--- src/hw/serial_pkg.sv ---
// Purpose: Shared constants and types for the asynchronous serial port.
// Assumes: One 40 MHz clock, word-aligned AHB-Lite register map.
// Notes: Offsets are byte addresses; every register sits in one word.
package serial_pkg;
   // Data path and queue shape
   localparam int unsigned DATA_W = 8;
   localparam int unsigned FIFO_DEPTH = 16;
   localparam int unsigned FIFO_AW = 4;
   // Register byte offsets
   localparam logic [7:0] OFS_DATA = 8'h00;
   localparam logic [7:0] OFS_IER = 8'h04;
   localparam logic [7:0] OFS_IIR = 8'h08;
   localparam logic [7:0] OFS_LCR = 8'h0C;
   localparam logic [7:0] OFS_LSR = 8'h14;
   localparam logic [7:0] OFS_SCR = 8'h1C;
   localparam logic [7:0] OFS_CLK = 8'h20;
   // Values after reset
   localparam logic [7:0] LCR_RST = 8'h03;
   localparam logic [3:0] IER_RST = 4'h0;
   localparam logic [15:0] DIV_RST = 16'h0001;
   // Character format field positions
   localparam int unsigned LCR_STB = 2;
   localparam int unsigned LCR_PEN = 3;
   localparam int unsigned LCR_EPS = 4;
   localparam int unsigned LCR_STICK = 5;
   localparam int unsigned LCR_DLAB = 7;
   // FIFO control field positions
   localparam int unsigned FCR_EN = 0;
   localparam int unsigned FCR_RXCLR = 1;
   localparam int unsigned FCR_TXCLR = 2;
   // Interrupt identity codes, highest priority first
   localparam logic [3:0] IIR_LS = 4'h6;
   localparam logic [3:0] IIR_RDA = 4'h4;
   localparam logic [3:0] IIR_TMO = 4'hC;
   localparam logic [3:0] IIR_THRE = 4'h2;
   localparam logic [3:0] IIR_NONE = 4'h1;
   // Receive trigger levels in stored bytes
   localparam logic [4:0] TRIG_1 = 5'h01;
   localparam logic [4:0] TRIG_4 = 5'h04;
   localparam logic [4:0] TRIG_8 = 5'h08;
   localparam logic [4:0] TRIG_14 = 5'h0E;
   // Bit timing in 16x ticks
   localparam logic [4:0] BIT_LAST = 5'h0F;
   localparam logic [4:0] HALF_BIT = 5'h07;
   localparam logic [4:0] STOP15_LAST = 5'h17;
   localparam logic [4:0] STOP2_LAST = 5'h1F;
   // Character timeout: four ten-bit characters of 16x ticks
   localparam logic [9:0] TIMEOUT_TICKS = 10'h280;
   typedef enum logic [2:0] {TX_IDLE, TX_START, TX_DATA, TX_PAR, TX_STOP}
      tx_state_t;
   typedef enum logic [2:0] {RX_IDLE, RX_START, RX_DATA, RX_PAR, RX_STOP}
      rx_state_t;
endpackage : serial_pkg

--- src/hw/serial_port.sv ---
// Purpose: Asynchronous serial transmitter and receiver with queues.
// Assumes: AHB-Lite single word transfers; source ticks synchronous.
// Notes: Zero-wait slave; response always OKAY.
//
// Added by the designer: register access over AHB-Lite and the placing of the registers.
`timescale 1ns/10ps
module serial_port
   import serial_pkg::*;
(
   input wire logic ref_clk, // 40 MHz core clock
   input wire logic reset, // Async reset, active high
   input wire logic hsel, // AHB slave select
   input wire logic [31:0] haddr, // AHB address
   input wire logic [1:0] htrans, // AHB transfer type
   input wire logic hwrite, // AHB write
   input wire logic [2:0] hsize, // AHB size, word only
   input wire logic [31:0] hwdata, // AHB write data
   input wire logic hready, // AHB bus ready
   output logic [31:0] hrdata, // AHB read data
   output logic hreadyout, // AHB slave ready
   output logic hresp, // AHB response
   input wire logic src24_tick, // 24 MHz source clock pulse
   input wire logic src16_tick, // 16 MHz source clock pulse
   input wire logic rxd, // Serial input
   output logic txd, // Serial output
   output logic irq // Interrupt request, active high
);
   // Bus state
   logic dp_wr_r;
   logic [7:0] dp_addr_r;
   logic [31:0] hrdata_r;
   logic hreadyout_r;
   // Control registers
   logic [7:0] lcr_r;
   logic [3:0] ier_r;
   logic [15:0] div_r;
   logic fifo_en_r;
   logic [1:0] trig_r;
   logic clksel_r;
   logic [7:0] scr_r;
   // Baud generator
   logic [15:0] bcnt_r;
   logic tick_r;
   // Transmit
   tx_state_t tx_st_r;
   logic txd_r;
   logic [7:0] tsh_r;
   logic tpar_r;
   logic [4:0] tcnt_r;
   logic [2:0] tidx_r;
   // Receive
   rx_state_t rx_st_r;
   logic [7:0] rsh_r;
   logic [4:0] rcnt_r;
   logic [2:0] ridx_r;
   logic rpar_bad_r;
   // Status and interrupts
   logic oe_r, pe_r, fe_r, bi_r, to_r, thre_r, tx_empty_d_r, irq_r;
   logic [9:0] tocnt_r;

   // Address phase decode; hsize is always a word here
   wire ap = hsel & htrans[1] & hready;
   wire ap_rd = ap & ~hwrite;
   wire [7:0] ra = haddr[7:0];
   wire dlab = lcr_r[LCR_DLAB];
   wire wr_data = dp_wr_r & (dp_addr_r == OFS_DATA) & ~dlab;
   wire wr_dll = dp_wr_r & (dp_addr_r == OFS_DATA) & dlab;
   wire wr_ier = dp_wr_r & (dp_addr_r == OFS_IER) & ~dlab;
   wire wr_dlm = dp_wr_r & (dp_addr_r == OFS_IER) & dlab;
   wire wr_fcr = dp_wr_r & (dp_addr_r == OFS_IIR);
   wire rd_rbr = ap_rd & (ra == OFS_DATA) & ~dlab;
   wire rd_iir = ap_rd & (ra == OFS_IIR);
   wire rd_lsr = ap_rd & (ra == OFS_LSR);
   wire [7:0] wd = hwdata[7:0];

   // Queues; without FIFO mode each holds a single byte
   wire [7:0] tx_dout, rx_dout;
   wire [4:0] tx_count, rx_count;
   wire tx_empty = (tx_count == 5'h00);
   wire rx_empty = (rx_count == 5'h00);
   wire tx_full = fifo_en_r ? (tx_count == 5'h10) : ~tx_empty;
   wire rx_full = fifo_en_r ? (rx_count == 5'h10) : ~rx_empty;
   wire fifo_chg = wr_fcr & (wd[FCR_EN] != fifo_en_r);
   wire tx_flush = wr_fcr & (wd[FCR_TXCLR] | fifo_chg);
   wire rx_flush = wr_fcr & (wd[FCR_RXCLR] | fifo_chg);
   wire tx_push = wr_data & ~tx_full;
   wire tx_pop = (tx_st_r == TX_IDLE) & ~tx_empty;
   wire rx_push;
   wire [7:0] rx_word;
   wire rx_pop = rd_rbr & ~rx_empty;

   byte_fifo u_tx_fifo (
      .ref_clk(ref_clk), .reset(reset), .flush(tx_flush),
      .push(tx_push), .din(wd), .pop(tx_pop),
      .dout(tx_dout), .count(tx_count)
   );
   byte_fifo u_rx_fifo (
      .ref_clk(ref_clk), .reset(reset), .flush(rx_flush),
      .push(rx_push & ~rx_full), .din(rx_word), .pop(rx_pop),
      .dout(rx_dout), .count(rx_count)
   );

   // Character format decode
   wire [1:0] wl = lcr_r[1:0];
   wire [2:0] last_idx = 3'h4 + {1'b0, wl};
   wire [7:0] wl_mask = 8'hFF >> (2'h3 - wl);
   wire pen = lcr_r[LCR_PEN];
   wire eps = lcr_r[LCR_EPS];
   wire stick = lcr_r[LCR_STICK];
   // parity select
   // Sticky parity forces the bit to the inverse of the even select
   wire [7:0] tmask = tx_dout & wl_mask;
   wire tx_par = stick ? ~eps : (eps ? ^tmask : ~^tmask);
   // stop length
   // One and a half stops only for five-bit characters
   wire [4:0] stop_last = ~lcr_r[LCR_STB] ? BIT_LAST :
      (wl == 2'h0) ? STOP15_LAST : STOP2_LAST;

   // source select, rates set by divisor
   // divisor, zero is taken as one
   wire src_tick = clksel_r ? src16_tick : src24_tick;
   wire [15:0] div_eff = (div_r == 16'h0000) ? 16'h0001 : div_r;
   wire bdone = bcnt_r >= (div_eff - 16'h0001);
   always_ff @(posedge ref_clk or posedge reset) begin
      if (reset) begin
         bcnt_r <= 16'h0000;
         tick_r <= 1'b0;
      end else begin
         tick_r <= src_tick & bdone;
         if (src_tick) begin
            bcnt_r <= bdone ? 16'h0000 : bcnt_r + 16'h0001;
         end
      end
   end

   // Control register writes
   always_ff @(posedge ref_clk or posedge reset) begin
      if (reset) begin
         lcr_r <= LCR_RST;
         ier_r <= IER_RST;
         div_r <= DIV_RST;
         fifo_en_r <= 1'b0;
         trig_r <= 2'h0;
         clksel_r <= 1'b0;
         scr_r <= 8'h00;
      end else if (dp_wr_r) begin
         if (dp_addr_r == OFS_LCR) lcr_r <= wd;
         if (wr_ier) ier_r <= wd[3:0];
         if (wr_dll) div_r[7:0] <= wd;
         if (wr_dlm) div_r[15:8] <= wd;
         if (wr_fcr) fifo_en_r <= wd[FCR_EN];
         if (wr_fcr) trig_r <= wd[7:6];
         if (dp_addr_r == OFS_CLK) clksel_r <= wd[0];
         if (dp_addr_r == OFS_SCR) scr_r <= wd;
      end
   end

   wire tbit = tick_r & (tcnt_r == BIT_LAST);
   always_ff @(posedge ref_clk or posedge reset) begin
      if (reset) begin
         tx_st_r <= TX_IDLE;
         txd_r <= 1'b1;
         tsh_r <= 8'h00;
         tpar_r <= 1'b0;
         tcnt_r <= 5'h00;
         tidx_r <= 3'h0;
      end else begin
         if (tick_r) tcnt_r <= tcnt_r + 5'h01;
         case (tx_st_r)
            TX_IDLE: begin
               txd_r <= 1'b1;
               if (tx_pop) begin
                  tsh_r <= tx_dout;
                  tpar_r <= tx_par;
                  tx_st_r <= TX_START;
                  txd_r <= 1'b0;
                  tcnt_r <= 5'h00;
               end
            end
            TX_START: if (tbit) begin
               tx_st_r <= TX_DATA;
               tcnt_r <= 5'h00;
               tidx_r <= 3'h0;
               txd_r <= tsh_r[0];
            end
            TX_DATA: if (tbit) begin
               tcnt_r <= 5'h00;
               tidx_r <= tidx_r + 3'h1;
               tsh_r <= tsh_r >> 1;
               txd_r <= tsh_r[1];
               if (tidx_r == last_idx) begin
                  tx_st_r <= pen ? TX_PAR : TX_STOP;
                  txd_r <= pen ? tpar_r : 1'b1;
               end
            end
            TX_PAR: if (tbit) begin
               tx_st_r <= TX_STOP;
               tcnt_r <= 5'h00;
               txd_r <= 1'b1;
            end
            TX_STOP: if (tick_r && tcnt_r >= stop_last) begin
               tx_st_r <= TX_IDLE;
               txd_r <= 1'b1;
            end
            default: tx_st_r <= TX_IDLE;
         endcase
      end
   end

   // receive on 16x ticks through the filter
   wire rxf;
   rx_filter u_rx_filter (
      .ref_clk(ref_clk), .reset(reset), .tick(tick_r),
      .din(rxd), .dout(rxf)
   );

   // first bit lands in bit 0 after alignment
   assign rx_word = rsh_r >> (2'h3 - wl);
   wire rx_exp = stick ? ~eps : (eps ? ^rx_word : ~^rx_word);
   wire rbit = tick_r & (rcnt_r == BIT_LAST);
   wire rx_stop_hit = (rx_st_r == RX_STOP) & rbit;
   assign rx_push = rx_stop_hit;
   always_ff @(posedge ref_clk or posedge reset) begin
      if (reset) begin
         rx_st_r <= RX_IDLE;
         rsh_r <= 8'h00;
         rcnt_r <= 5'h00;
         ridx_r <= 3'h0;
         rpar_bad_r <= 1'b0;
      end else begin
         if (tick_r) rcnt_r <= rcnt_r + 5'h01;
         case (rx_st_r)
            RX_IDLE: if (tick_r && !rxf) begin
               rx_st_r <= RX_START;
               rcnt_r <= 5'h00;
               rsh_r <= 8'h00;
               rpar_bad_r <= 1'b0;
            end
            RX_START: if (tick_r && rcnt_r == HALF_BIT) begin
               rx_st_r <= rxf ? RX_IDLE : RX_DATA;
               rcnt_r <= 5'h00;
               ridx_r <= 3'h0;
            end
            RX_DATA: if (rbit) begin
               rcnt_r <= 5'h00;
               rsh_r <= {rxf, rsh_r[7:1]};
               ridx_r <= ridx_r + 3'h1;
               if (ridx_r == last_idx) rx_st_r <= pen ? RX_PAR : RX_STOP;
            end
            RX_PAR: if (rbit) begin
               rcnt_r <= 5'h00;
               rpar_bad_r <= (rxf != rx_exp);
               rx_st_r <= RX_STOP;
            end
            RX_STOP: if (rbit) rx_st_r <= RX_IDLE;
            default: rx_st_r <= RX_IDLE;
         endcase
      end
   end

   // sticky line errors; a new error beats the clearing read
   wire set_fe = rx_stop_hit & ~rxf;
   wire set_bi = set_fe & (rsh_r == 8'h00);
   wire set_oe = rx_push & rx_full;
   always_ff @(posedge ref_clk or posedge reset) begin
      if (reset) begin
         oe_r <= 1'b0;
         pe_r <= 1'b0;
         fe_r <= 1'b0;
         bi_r <= 1'b0;
      end else begin
         oe_r <= set_oe | (oe_r & ~rd_lsr);
         pe_r <= (rx_stop_hit & rpar_bad_r) | (pe_r & ~rd_lsr);
         fe_r <= set_fe | (fe_r & ~rd_lsr);
         bi_r <= set_bi | (bi_r & ~rd_lsr);
      end
   end

   // character timeout; only meaningful with queues on
   wire to_hold = ~fifo_en_r | rx_empty | rx_push | rx_pop;
   always_ff @(posedge ref_clk or posedge reset) begin
      if (reset) begin
         tocnt_r <= 10'h000;
         to_r <= 1'b0;
      end else begin
         if (to_hold) tocnt_r <= 10'h000;
         else if (tick_r && !to_r) tocnt_r <= tocnt_r + 10'h001;
         to_r <= ~to_hold & (to_r | (tocnt_r == TIMEOUT_TICKS));
      end
   end

   wire [4:0] trig_lvl = (trig_r == 2'h0) ? TRIG_1 : (trig_r == 2'h1) ?
      TRIG_4 : (trig_r == 2'h2) ? TRIG_8 : TRIG_14;
   wire rx_avail = fifo_en_r ? (rx_count >= trig_lvl) : ~rx_empty;
   wire ls_err = oe_r | pe_r | fe_r | bi_r;
   wire [3:0] iir_code = (ier_r[2] & ls_err) ? IIR_LS :
      (ier_r[0] & rx_avail) ? IIR_RDA :
      (ier_r[0] & to_r) ? IIR_TMO :
      (ier_r[1] & thre_r) ? IIR_THRE : IIR_NONE;

   // transmit-empty event; set wins over the clearing access
   wire thre_set = (tx_empty & ~tx_empty_d_r) |
      (wr_ier & wd[1] & ~ier_r[1] & tx_empty);
   wire thre_clr = tx_push | (rd_iir & (iir_code == IIR_THRE));
   always_ff @(posedge ref_clk or posedge reset) begin
      if (reset) begin
         tx_empty_d_r <= 1'b1;
         thre_r <= 1'b0;
         irq_r <= 1'b0;
      end else begin
         tx_empty_d_r <= tx_empty;
         thre_r <= thre_set | (thre_r & ~thre_clr);
         irq_r <= (iir_code != IIR_NONE);
      end
   end

   // Read mux; unmapped addresses read zero
   wire tx_busy = (tx_st_r != TX_IDLE);
   wire [7:0] lsr = {ls_err, tx_empty & ~tx_busy, tx_empty,
      bi_r, fe_r, pe_r, oe_r, ~rx_empty};
   wire [7:0] rmux = (ra == OFS_DATA) ? (dlab ? div_r[7:0] : rx_dout) :
      (ra == OFS_IER) ? (dlab ? div_r[15:8] : {4'h0, ier_r}) :
      (ra == OFS_IIR) ? {{2{fifo_en_r}}, 2'h0, iir_code} :
      (ra == OFS_LCR) ? lcr_r : (ra == OFS_LSR) ? lsr :
      (ra == OFS_SCR) ? scr_r : (ra == OFS_CLK) ? {7'h00, clksel_r} :
      8'h00;

   // Bus slave: capture address phase, answer with no wait states
   always_ff @(posedge ref_clk or posedge reset) begin
      if (reset) begin
         dp_wr_r <= 1'b0;
         dp_addr_r <= 8'h00;
         hrdata_r <= 32'h00000000;
         hreadyout_r <= 1'b0;
      end else begin
         hreadyout_r <= 1'b1;
         dp_wr_r <= ap & hwrite;
         dp_addr_r <= ra;
         hrdata_r <= ap_rd ? {24'h000000, rmux} : 32'h00000000;
      end
   end

   assign hrdata = hrdata_r;
   assign hreadyout = hreadyout_r;
   assign hresp = 1'b0;
   assign txd = txd_r;
   assign irq = irq_r;

   AST_TX_IDLE_HIGH: assert property (@(posedge ref_clk) disable iff (reset)
      (tx_st_r == TX_IDLE) |-> txd_r)
      else $error("line not high while idle");
   AST_START_LOW: assert property (@(posedge ref_clk) disable iff (reset)
      (tx_st_r == TX_START) |-> !txd_r)
      else $error("start bit not low");
   AST_STOP_HIGH: assert property (@(posedge ref_clk) disable iff (reset)
      (tx_st_r == TX_STOP) |-> txd_r)
      else $error("stop bit not high");
   AST_TX_LAUNCH: assert property (@(posedge ref_clk) disable iff (reset)
      (tx_st_r == TX_IDLE && !tx_empty) |=> tx_st_r == TX_START)
      else $error("queued byte not launched");
   AST_RX_HOLD_ONE: assert property (@(posedge ref_clk) disable iff (reset)
      !fifo_en_r |-> rx_count <= 5'h01)
      else $error("buffer holds more than one byte");
   AST_LS_FIRST: assert property (@(posedge ref_clk) disable iff (reset)
      (ier_r[2] && ls_err) |-> iir_code == IIR_LS)
      else $error("line status not reported first");
   AST_RDA_IRQ: assert property (@(posedge ref_clk) disable iff (reset)
      (ier_r[0] && rx_avail && !(ier_r[2] && ls_err)) |=> irq_r)
      else $error("data interrupt missing");
   AST_PAR_FLAG: assert property (@(posedge ref_clk) disable iff (reset)
      (rx_stop_hit && rpar_bad_r) |=> pe_r)
      else $error("parity error not flagged");
   AST_TICK_GAP: assert property (@(posedge ref_clk) disable iff (reset)
      (tick_r && div_r > 16'h0001) |=> !tick_r)
      else $error("baud ticks too close");
endmodule : serial_port

--- src/hw/byte_fifo.sv ---
// Purpose: Sixteen-entry byte queue in flip-flops.
// Assumes: Caller never pushes when full nor pops when empty.
// Notes: Flush wins over push and pop in the same cycle.
`timescale 1ns/10ps
module byte_fifo
   import serial_pkg::*;
(
   input wire logic ref_clk, // Core clock
   input wire logic reset, // Async reset, active high
   input wire logic flush, // Empty the queue
   input wire logic push, // Write one byte
   input wire logic [7:0] din, // Byte to write
   input wire logic pop, // Drop the head byte
   output logic [7:0] dout, // Head byte
   output logic [4:0] count // Bytes stored
);
   logic [7:0] mem_r [FIFO_DEPTH];
   logic [3:0] wp_r;
   logic [3:0] rp_r;
   logic [4:0] cnt_r;

   // Head and fill
   assign dout = mem_r[rp_r];
   assign count = cnt_r;

   // Pointers and fill count
   always_ff @(posedge ref_clk or posedge reset) begin
      if (reset) begin
         wp_r <= 4'h0;
         rp_r <= 4'h0;
         cnt_r <= 5'h00;
      end else if (flush) begin
         wp_r <= 4'h0;
         rp_r <= 4'h0;
         cnt_r <= 5'h00;
      end else begin
         wp_r <= wp_r + {3'h0, push};
         rp_r <= rp_r + {3'h0, pop};
         cnt_r <= cnt_r + {4'h0, push} - {4'h0, pop};
      end
   end

   // Storage, no reset needed on data
   always_ff @(posedge ref_clk) begin
      if (push) begin
         mem_r[wp_r] <= din;
      end
   end
endmodule : byte_fifo

--- src/hw/rx_filter.sv ---
// Purpose: Glitch filter on the serial input, sampled on 16x ticks.
// Assumes: Input is synchronous to ref_clk.
// Notes: Output follows only after two agreeing tick samples.
`timescale 1ns/10ps
module rx_filter
   import serial_pkg::*;
(
   input wire logic ref_clk, // Core clock
   input wire logic reset, // Async reset, active high
   input wire logic tick, // 16x receive clock enable
   input wire logic din, // Raw serial input
   output logic dout // Filtered line level
);
   logic s0_r;
   logic s1_r;
   logic out_r;

   assign dout = out_r;

   // two-tick filter
   // A pulse no longer than one tick period is seen by at most one sample
   always_ff @(posedge ref_clk or posedge reset) begin
      if (reset) begin
         s0_r <= 1'b1;
         s1_r <= 1'b1;
         out_r <= 1'b1;
      end else if (tick) begin
         s0_r <= din;
         s1_r <= s0_r;
         if (s0_r == s1_r) begin
            out_r <= s0_r;
         end
      end
   end

   AST_FILTER_AGREE: assert property (@(posedge ref_clk) disable iff (reset)
      (out_r != $past(out_r)) |-> $past(s0_r) == $past(s1_r))
      else $error("filter output moved without two samples");
endmodule : rx_filter

--- config.mk ---
export PLATFORM = sky130hd
export DESIGN_NAME = serial_port
export DESIGN_NICKNAME = d
export VERILOG_FILES = /design/src/hw/serial_pkg.sv /design/src/hw/serial_port.sv /design/src/hw/byte_fifo.sv /design/src/hw/rx_filter.sv
export SDC_FILE = /design/constraint.sdc
export NUM_CORES = 1
export LEC_CHECK = 0
export BUFFER_PORTS_ARGS = -buffer_cell sky130_fd_sc_hd__buf_4
export CAP_MARGIN = 20
export CORE_MARGIN = 10
export CORE_UTILIZATION = 44
export CTS_CLUSTER_DIAMETER = 120
export DETAILED_ROUTE_END_ITERATION = 10
export GPL_ROUTABILITY_DRIVEN = 0
export PLACE_DENSITY = 0.64
export SETUP_SLACK_MARGIN = 0.02
export SLEW_MARGIN = 10
export SYNTH_ARGS = -nofsm -noshare
export SYNTH_HDL_FRONTEND = slang
export SYNTH_SLANG_ARGS = --single-unit
--- constraint.sdc ---
create_clock -name ref_clk -period 5.8 [get_ports ref_clk]
set_input_delay 1.16 -clock ref_clk [delete_from_list [all_inputs] [get_ports ref_clk]]
set_output_delay 1.16 -clock ref_clk [all_outputs]
set_load 0.02 [all_outputs]
==> results of run 1 <==
[through the flow]
stage,instances,hold WS [ns],util,cell area [sq um],setup slack [ns]
4_1_cts,2039,0.481,0.497,21400,0.784
3_3_place_gp,1953,0.466,0.463,20000,0.880
3_5_place_dp,1955,0.472,0.464,20000,0.817
6_report,2041,0.476,0.497,21400,0.780
5_1_grt,2040,0.517,0.497,21400,0.420
2_1_floorplan,1398,0.455,-,19300,0.248
[kinds of logic (layout without fill, tap and decap cells)]
family	Yosys count	in the layout	share of synthesized area
buf+inv	119	176	0.0313
fa+ha+maj	54	54	0.0360
simple gates	388	388	0.0945
flops	419	419	0.614
compound gates	167	167	0.0536
xor+xnor	76	76	0.0358
mux	149	149	0.134
other cells	2	27	0.000392
[worst register-to-register path, stage by stage (launching register included)]
cell and delay, ns:
dfrtp_1 0.46, or3_1 0.41, or4_1 0.49, or4_1 0.46, nor4_1 0.39, a31oi_1 0.20
ha_1 0.25, nand3_1 0.18, nor3_1 0.10, nand2_1 0.09, xor2_1 0.07, ha_1 0.29
a21o_1 0.11, a21oi_1 0.08, nand2_1 0.07, a21oi_1 0.05, o31ai_1 0.60, and2_1 0.50
nor2_1 0.11
[synthesized netlist by cell type, types with 7 or more instances]
cell type | count | area [sq um]
edfxtp_1 | 256 | 7690
dfrtp_1 | 155 | 3880
nor2_1 | 141 | 529
nand2_1 | 94 | 353
mux4_2 | 76 | 1710
a21oi_1 | 55 | 275
ha_1 | 52 | 651
mux2_2 | 49 | 552
xnor2_1 | 45 | 394
clkbuf_1 | 37 | 139
inv_1 | 32 | 120
o21ai_0 | 29 | 145
xor2_1 | 29 | 254
buf_4 | 26 | 195
nor3_1 | 23 | 115
nand3_1 | 22 | 110
nor2b_1 | 21 | 131
mux2i_1 | 19 | 190
nand4_1 | 17 | 106
nor4_1 | 15 | 93.8
a21o_1 | 14 | 105
nand2b_1 | 14 | 87.6
buf_1 | 13 | 48.8
o21ai_1 | 13 | 65.1
a22oi_1 | 11 | 82.6
and3_1 | 10 | 62.6
or3_1 | 10 | 62.6
dfstp_2 | 8 | 210
a31oi_1 | 7 | 43.8
[routing by layer]
metal / track usage / up-vias / part of all wire
met5: 0 / - / 0.00032
met4: 0.0573 / 2 / 0.028
met3: 0.0276 / 62 / 0.046
met2: 0.258 / 238 / 0.49
met1: 0.204 / 5706 / 0.43
li1: - / 5155 / -
[area by class of cell]
type                            instances  share of cell area
Antenna cell                            1            0.000117
Clock buffer                           65              0.0585
Clock inverter                         19             0.00899
Inverter                               36             0.00654
Multi-Input combinational cell        860               0.322
Sequential cell                       419               0.550
Tap cell                              585              0.0342
Timing Repair Buffer                   56              0.0202
[power by group]
part           internal, W  total (W)  switching [W]
sequential         0.00332    0.00354       0.000223
clock              0.00165    0.00282        0.00117
combinational     0.000837    0.00172       0.000886
total              0.00580    0.00808        0.00228
[flip-flops by register name, summed over array words and instances (netlist names), 10 cells and up]
name / cells
div_r: 16
u_rx_fifo.mem_r: 128
tocnt_r: 10
bcnt_r: 16
u_tx_fifo.mem_r: 128
[worst max path at each step]
| stage | to | startpoint | slack [ns] | cells after the start |
|---|---|---|---|---|
| 2_1_floorplan | bcnt_r[0] | reset | 0.25 | 1 |
| 3_3_place_gp | bcnt_r[8] | div_r[8] | 0.88 | 18 |
| 3_5_place_dp | bcnt_r[13] | div_r[8] | 0.82 | 18 |
| 4_1_cts | bcnt_r[14] | div_r[8] | 0.78 | 18 |
| 5_1_grt | bcnt_r[12] | div_r[8] | 0.42 | 18 |
| 6_report | bcnt_r[9] | div_r[8] | 0.78 | 18 |
==> results summary, run 1 <==
Walking the worst path, the cells encountered are or3_1 -> or4_1 -> or4_1 -> nor4_1 -> a31oi_1 -> ha_1 -> nand3_1 -> nor3_1 -> nand2_1 -> xor2_1 -> ha_1 -> a21o_1 -> a21oi_1 -> nand2_1 -> a21oi_1 -> o31ai_1 -> and2_1 -> nor2_1. In this run the tightest slew margin relative to its limit is 0.351. Clock tree synthesis selected as its root buffer the cell clkbuf_16. The maximum net fanout on the critical path is 13.

The power density of the placed cells is 377 mW/mm^2. The sum of overflow across all layers after global routing is 0. The synthesis warning total is 0. The distinct cell type count after synthesis is 68. The number of setup violations in the final report is 0. The share of post-route cells with drive strength above 1 is 0.183. The number of resized instances in the post-cts repair step is 0. The via count of the first global-routing pass is 11,100.

In the global route stage, overall resource usage came out at 0.156. The die is 229 microns wide. The final layout contains 1,549 nets.

The actual slew at the worst max-slew pin is 0.969 ns. The CTS buffer count is 45. Summing every instance area after synthesis gives 0.0192 sq mm. The worst setup path is captured at a register.

The type of the worst setup path is register to register. Fill cells in the final layout number 3,719. The final count of hold timing violations was 0. The cell leakage power came out at 7.80 nW. The cell count of the worst hold path came out at 2. The count of pins over their slew limit is 0. The average detailed-routed wire length per instance is 20.1 microns. Setup total negative slack on the finished layout was measured at 0 ns.

The largest net degree at the start of global routing is 85. The area overhead of the layout relative to synthesis is 11.7%. The mean instance size in the synthesized netlist came out at 14.0 sq um.

The worst flop-to-flop path endpoint is bcnt_r[9]. The clock-pin transition on the worst setup and hold timing paths came out at 0.06 ns. CTS saw 419 sinks. The terminating pin of the worst hold path is u_rx_filter.s1_r.

The multi-input combinational cells in the finished layout cover a total of 0.00689 sq mm. The worst hold path belongs to the class register to register. The first-pass iteration count of the detailed router came out at 5. The post-synthesis instance total came out at 1,374. The number of hold buffers added after CTS came out at 0. The data required time at the worst endpoint is 6.23 ns. Across all layers, the routed design uses 11,200 vias.

Among all stages on the critical path, the largest delay is contributed by o31ai_1. Across the whole layout, storage elements account for 0.0118 sq mm. Dividing the final minimum period by the clock period gives 0.866.

Of the synthesized area, sequential elements account for 0.614. The number of flops mapped to enable cells by yosys is 256. The run finished with clean final reports. The clock latency at the later pin of the worst-skew pair came out at 0.57 ns. For this run, the leading register cell type out of synthesis is edfxtp_1.

The post-route clock skew is 0.0113 ns. The cell depth of the worst flop-to-flop path came out at 18. The register-to-register path setup slack is 0.78 ns. The data arrival time of the critical path came out at 5.45 ns. The largest single stage delay on the critical path is 0.60 ns.

The max-cap violation count came out at 0. The remaining antenna violation count came out at 0. The count of state elements after synthesis is 419. The startpoint identified for the worst hold timing path is u_rx_filter.s1_r. The async set-or-reset flop fraction in the synthesized netlist came out at 0.389.

In this run the critical register-to-register path is launched from div_r[8]. The longest clock path from root to sink contains 3 buffers. The via density per instance is 5.47. The achievable clock frequency came out at 0.199 GHz. The final period demand of the worst path came out at 5.02 ns. The count of routing violations after the opening detailed-route iteration came out at 859. The library cells used most frequently in the layout, excluding fill and tap cells, are 256 x edfxtp_1, 152 x dfrtp_1, 141 x nor2_1. The library cell used most frequently in the layout, excluding fill and tap cells, is edfxtp_1.

The number of buffers and inverters on the critical path is 0. The wire length of the first global-routing pass came out at 64,500 microns. The core region is 0.0431 sq mm. The largest voltage drop on the vdd net is 319 uV. The vertical die dimension came out at 229 microns.

The total power of the final layout came out at 0.00808 W. The post-CTS setup buffer count came out at 0. The remaining routing DRC violations is 0. The top-level port count is 113. Summed over all nets, the half-perimeter wirelength after detailed placement is 27,300 microns. The number of antenna violations at the first check in global routing is 2.

Setup repair after global routing left no endpoint under its margin. In this design, the largest share of critical-path delay is due to simple AND/OR/NAND/NOR gates. For this configuration, the core starts out at a cell density of 0.445.

In this run the tool buffered the top-level ports with 35 buffer cells. The TritonCTS clock tree is yes. The row count is 76. The H-tree was split into 2 levels. The worst setup path is launched from a register. The floorplan die area is 0.0523 sq mm. The aggregate routed wire length is 41,000 microns.
(Power assumes the default switching activity.)
==> run 2: changes to the inputs <==
--- a/config.mk
+++ b/config.mk
@@ -12,7 +12,6 @@
 export CTS_CLUSTER_DIAMETER = 120
 export DETAILED_ROUTE_END_ITERATION = 10
 export GPL_ROUTABILITY_DRIVEN = 0
-export PLACE_DENSITY = 0.64
 export SETUP_SLACK_MARGIN = 0.02
 export SLEW_MARGIN = 10
 export SYNTH_ARGS = -nofsm -noshare
==> results summary, run 2 (same netlist as run 1, synthesis figures left out) <==
The remaining routing DRC violations came out at 0. The row count came out at 76. The clock-pin transition on the worst setup and hold timing paths came out at 0.06 ns. The top cell types in the final layout, fill and taps aside, are 256 x edfxtp_1, 152 x dfrtp_1, 141 x nor2_1. The horizontal die dimension came out at 229 microns.

The share of total power dissipated in combinational logic is 0.209. The half-perimeter wire length of the detailed placement result came out at 27,500 microns. The deepest level of the CTS H-tree came out at 2. The startpoint identified for the worst hold timing path is u_rx_filter.s1_r. The final count of hold timing violations is 0. For this design, the CTS-stage hold fixing added 0 buffers.

The floorplan step defined a die boundary enclosing 0.0523 sq mm. The final standard cell count with taps included and fillers excluded is 2,040. The leading cell type in the layout, fill and taps excluded is edfxtp_1. The tightest hold path in the finished design has a slack of 0.499 ns. The first detailed-routing pass ran for 5 iterations.

The number of antenna diodes in the final layout is 0. Wires add up to 41,300 microns. The sum of overflow across all layers after global routing is 0.

The worst slew slack as a fraction of its limit is 0.283. Following the worst setup path forward leads to its endpoint at bcnt_r[14]. The min-delay analysis places its worst path in the category register to register. The remaining antenna violation count came out at 0. The floorplan step defined a core boundary enclosing 0.0431 sq mm.

Buffers added to address setup during post-CTS repair amount to 0. The clock latency at the later pin of the worst-skew pair came out at 0.59 ns. The minimum setup slack in the final design came out at 0.752 ns. The number of placed instances, taps included came out at 1,953. After detailed routing, the number of vias per cell comes to 5.40. The number of I/O port buffers came out at 35. Counting the buffers created by CTS gives 46. The maximum net fanout on the critical path is 13.

The top-level port count is 113. Across the run, the number of max-cap violations was 0. The cell depth of the worst flop-to-flop path is 18. The sequential share of power came out at 0.431.

The average detailed-routed wire length per instance came out at 20.3 microns. The number of antenna violations at the first check in global routing came out at 1. The routed design could run at a clock period as short as 5.05 ns.

The power density of the placed cells came out at 383 mW/mm^2. The internal power summed over all cells is 0.00590 W. The launching instance or port of the critical path is div_r[8]. Post-CTS repair changed the size of 0 cells. The net count reported at finish came out at 1,548. For this design the static power due to leakage is 7.83 nW.

The actual slew at the worst max-slew pin is 1.07 ns. In this run the clock root is driven by a clkbuf_16. The via count of the first global-routing pass was 11,300. The total negative setup slack is 0 ns.

The setup slack after placement came out at 0.807 ns. In the final layout, the registers with the most flip-flops are u_rx_fifo.mem_r x128, u_tx_fifo.mem_r x128. The register-to-register path setup slack came out at 0.75 ns.

The largest voltage drop on the vdd net is 246 uV. The data arrival time of the critical path is 5.49 ns. The post-route fraction of the period consumed by the critical path came out at 0.870.

The run finished with clean final reports. The number of setup violations in the final report came out at 0. The TritonCTS sink count is 419. The total number of vias came out at 11,000. The first global-routing pass estimated 65,800 microns of wire.

The count of pins over their slew limit came to 0. Across every metal layer, demand over resource in global routing totals 0.159. The post-route clock skew came out at 0.0167 ns. The vertical die dimension is 229 microns. The startpoint identified for the worst register-to-register timing path is div_r[8]. The switching fraction of total power is 0.282. Setup repair after global routing left no endpoint under its margin.

The count of routing violations after the opening detailed-route iteration came out at 905. The worst setup path is captured at a register. The deepest clock path buffer count came out at 3.

The proportion of power drawn by the clock network came out at 0.361. STA puts the critical path data required time at 6.24 ns. STA classifies the critical path startpoint as a register. The switching power is 0.00232 W. Entering global routing, the biggest net connects 89 pins.

The achievable clock frequency is 0.198 GHz. The starting density of the core came out at 0.445. The share of post-route cells with drive strength above 1 came out at 0.186.

The critical path is of the register to register type. TritonCTS built the clock tree. The worst flop-to-flop path endpoint is bcnt_r[14]. The area overhead of the layout relative to synthesis is 12.1%.
run 2: power groups by stage:
stage	Combinational (W)	Sequential [W]	Clock, W
floorplan	0.00150	0.00346	0
global placement	0.00169	0.00360	0
detailed placement	0.00173	0.00360	0
CTS	0.00174	0.00354	0.00305
global route	0.00192	0.00357	0.00317
finish	0.00171	0.00354	0.00297
run 2: critical path: stages (launching register included):
cell and delay [ns]:
dfrtp_1 0.45, or3_1 0.41, or4_1 0.48, or4_1 0.46
nor4_1 0.44, a31oi_1 0.20, ha_1 0.26, nand3_1 0.17
nor3_1 0.10, nand2_1 0.09, xor2_1 0.07, ha_1 0.29
a21o_1 0.11, a21oi_1 0.08, nand2_1 0.07, a21oi_1 0.04
o31ai_1 0.56, and2_1 0.52, nor2_1 0.11
run 2: metrics by stage:
stage / cell area, sq um / util / total power (W)
floorplan: 19300 / - / 0.00496
global placement: 19900 / 0.463 / 0.00529
detailed placement: 19900 / 0.463 / 0.00533
CTS: 21500 / 0.499 / 0.00834
global route: 21500 / 0.499 / 0.00866
finish: 21500 / 0.499 / 0.00822
run 2: layout make-up:
cell class                 count  area, sq um
fill                        3721        21600
sequential                   419        11800
multi-input combinational    860         6890
clock buffer                  55         1190
tap                          585          732
timing repair buffer          54          413
clock inverter                31          342
inverter                      36          140
run 2: worst min-delay path by stage:
stage	end	slack, ns	cells after the start
floorplan	u_rx_filter.s1_r	0.45	2
global placement	u_rx_filter.s1_r	0.47	2
detailed placement	scr_r[4]	0.49	1
CTS	u_rx_filter.s1_r	0.50	2
global route	ier_r[3]	0.51	1
finish	u_rx_filter.s1_r	0.50	2
run 2: routing by layer:
metal / global-route usage / vias to the layer above / routed length, microns / share of wire
met5: 0 / - / 13 / 0.00031
met4: 0.0467 / 2 / 981 / 0.024
met3: 0.0302 / 66 / 1950 / 0.047
met2: 0.262 / 226 / 20000 / 0.48
met1: 0.210 / 5544 / 18400 / 0.44
li1: - / 5172 / - / -
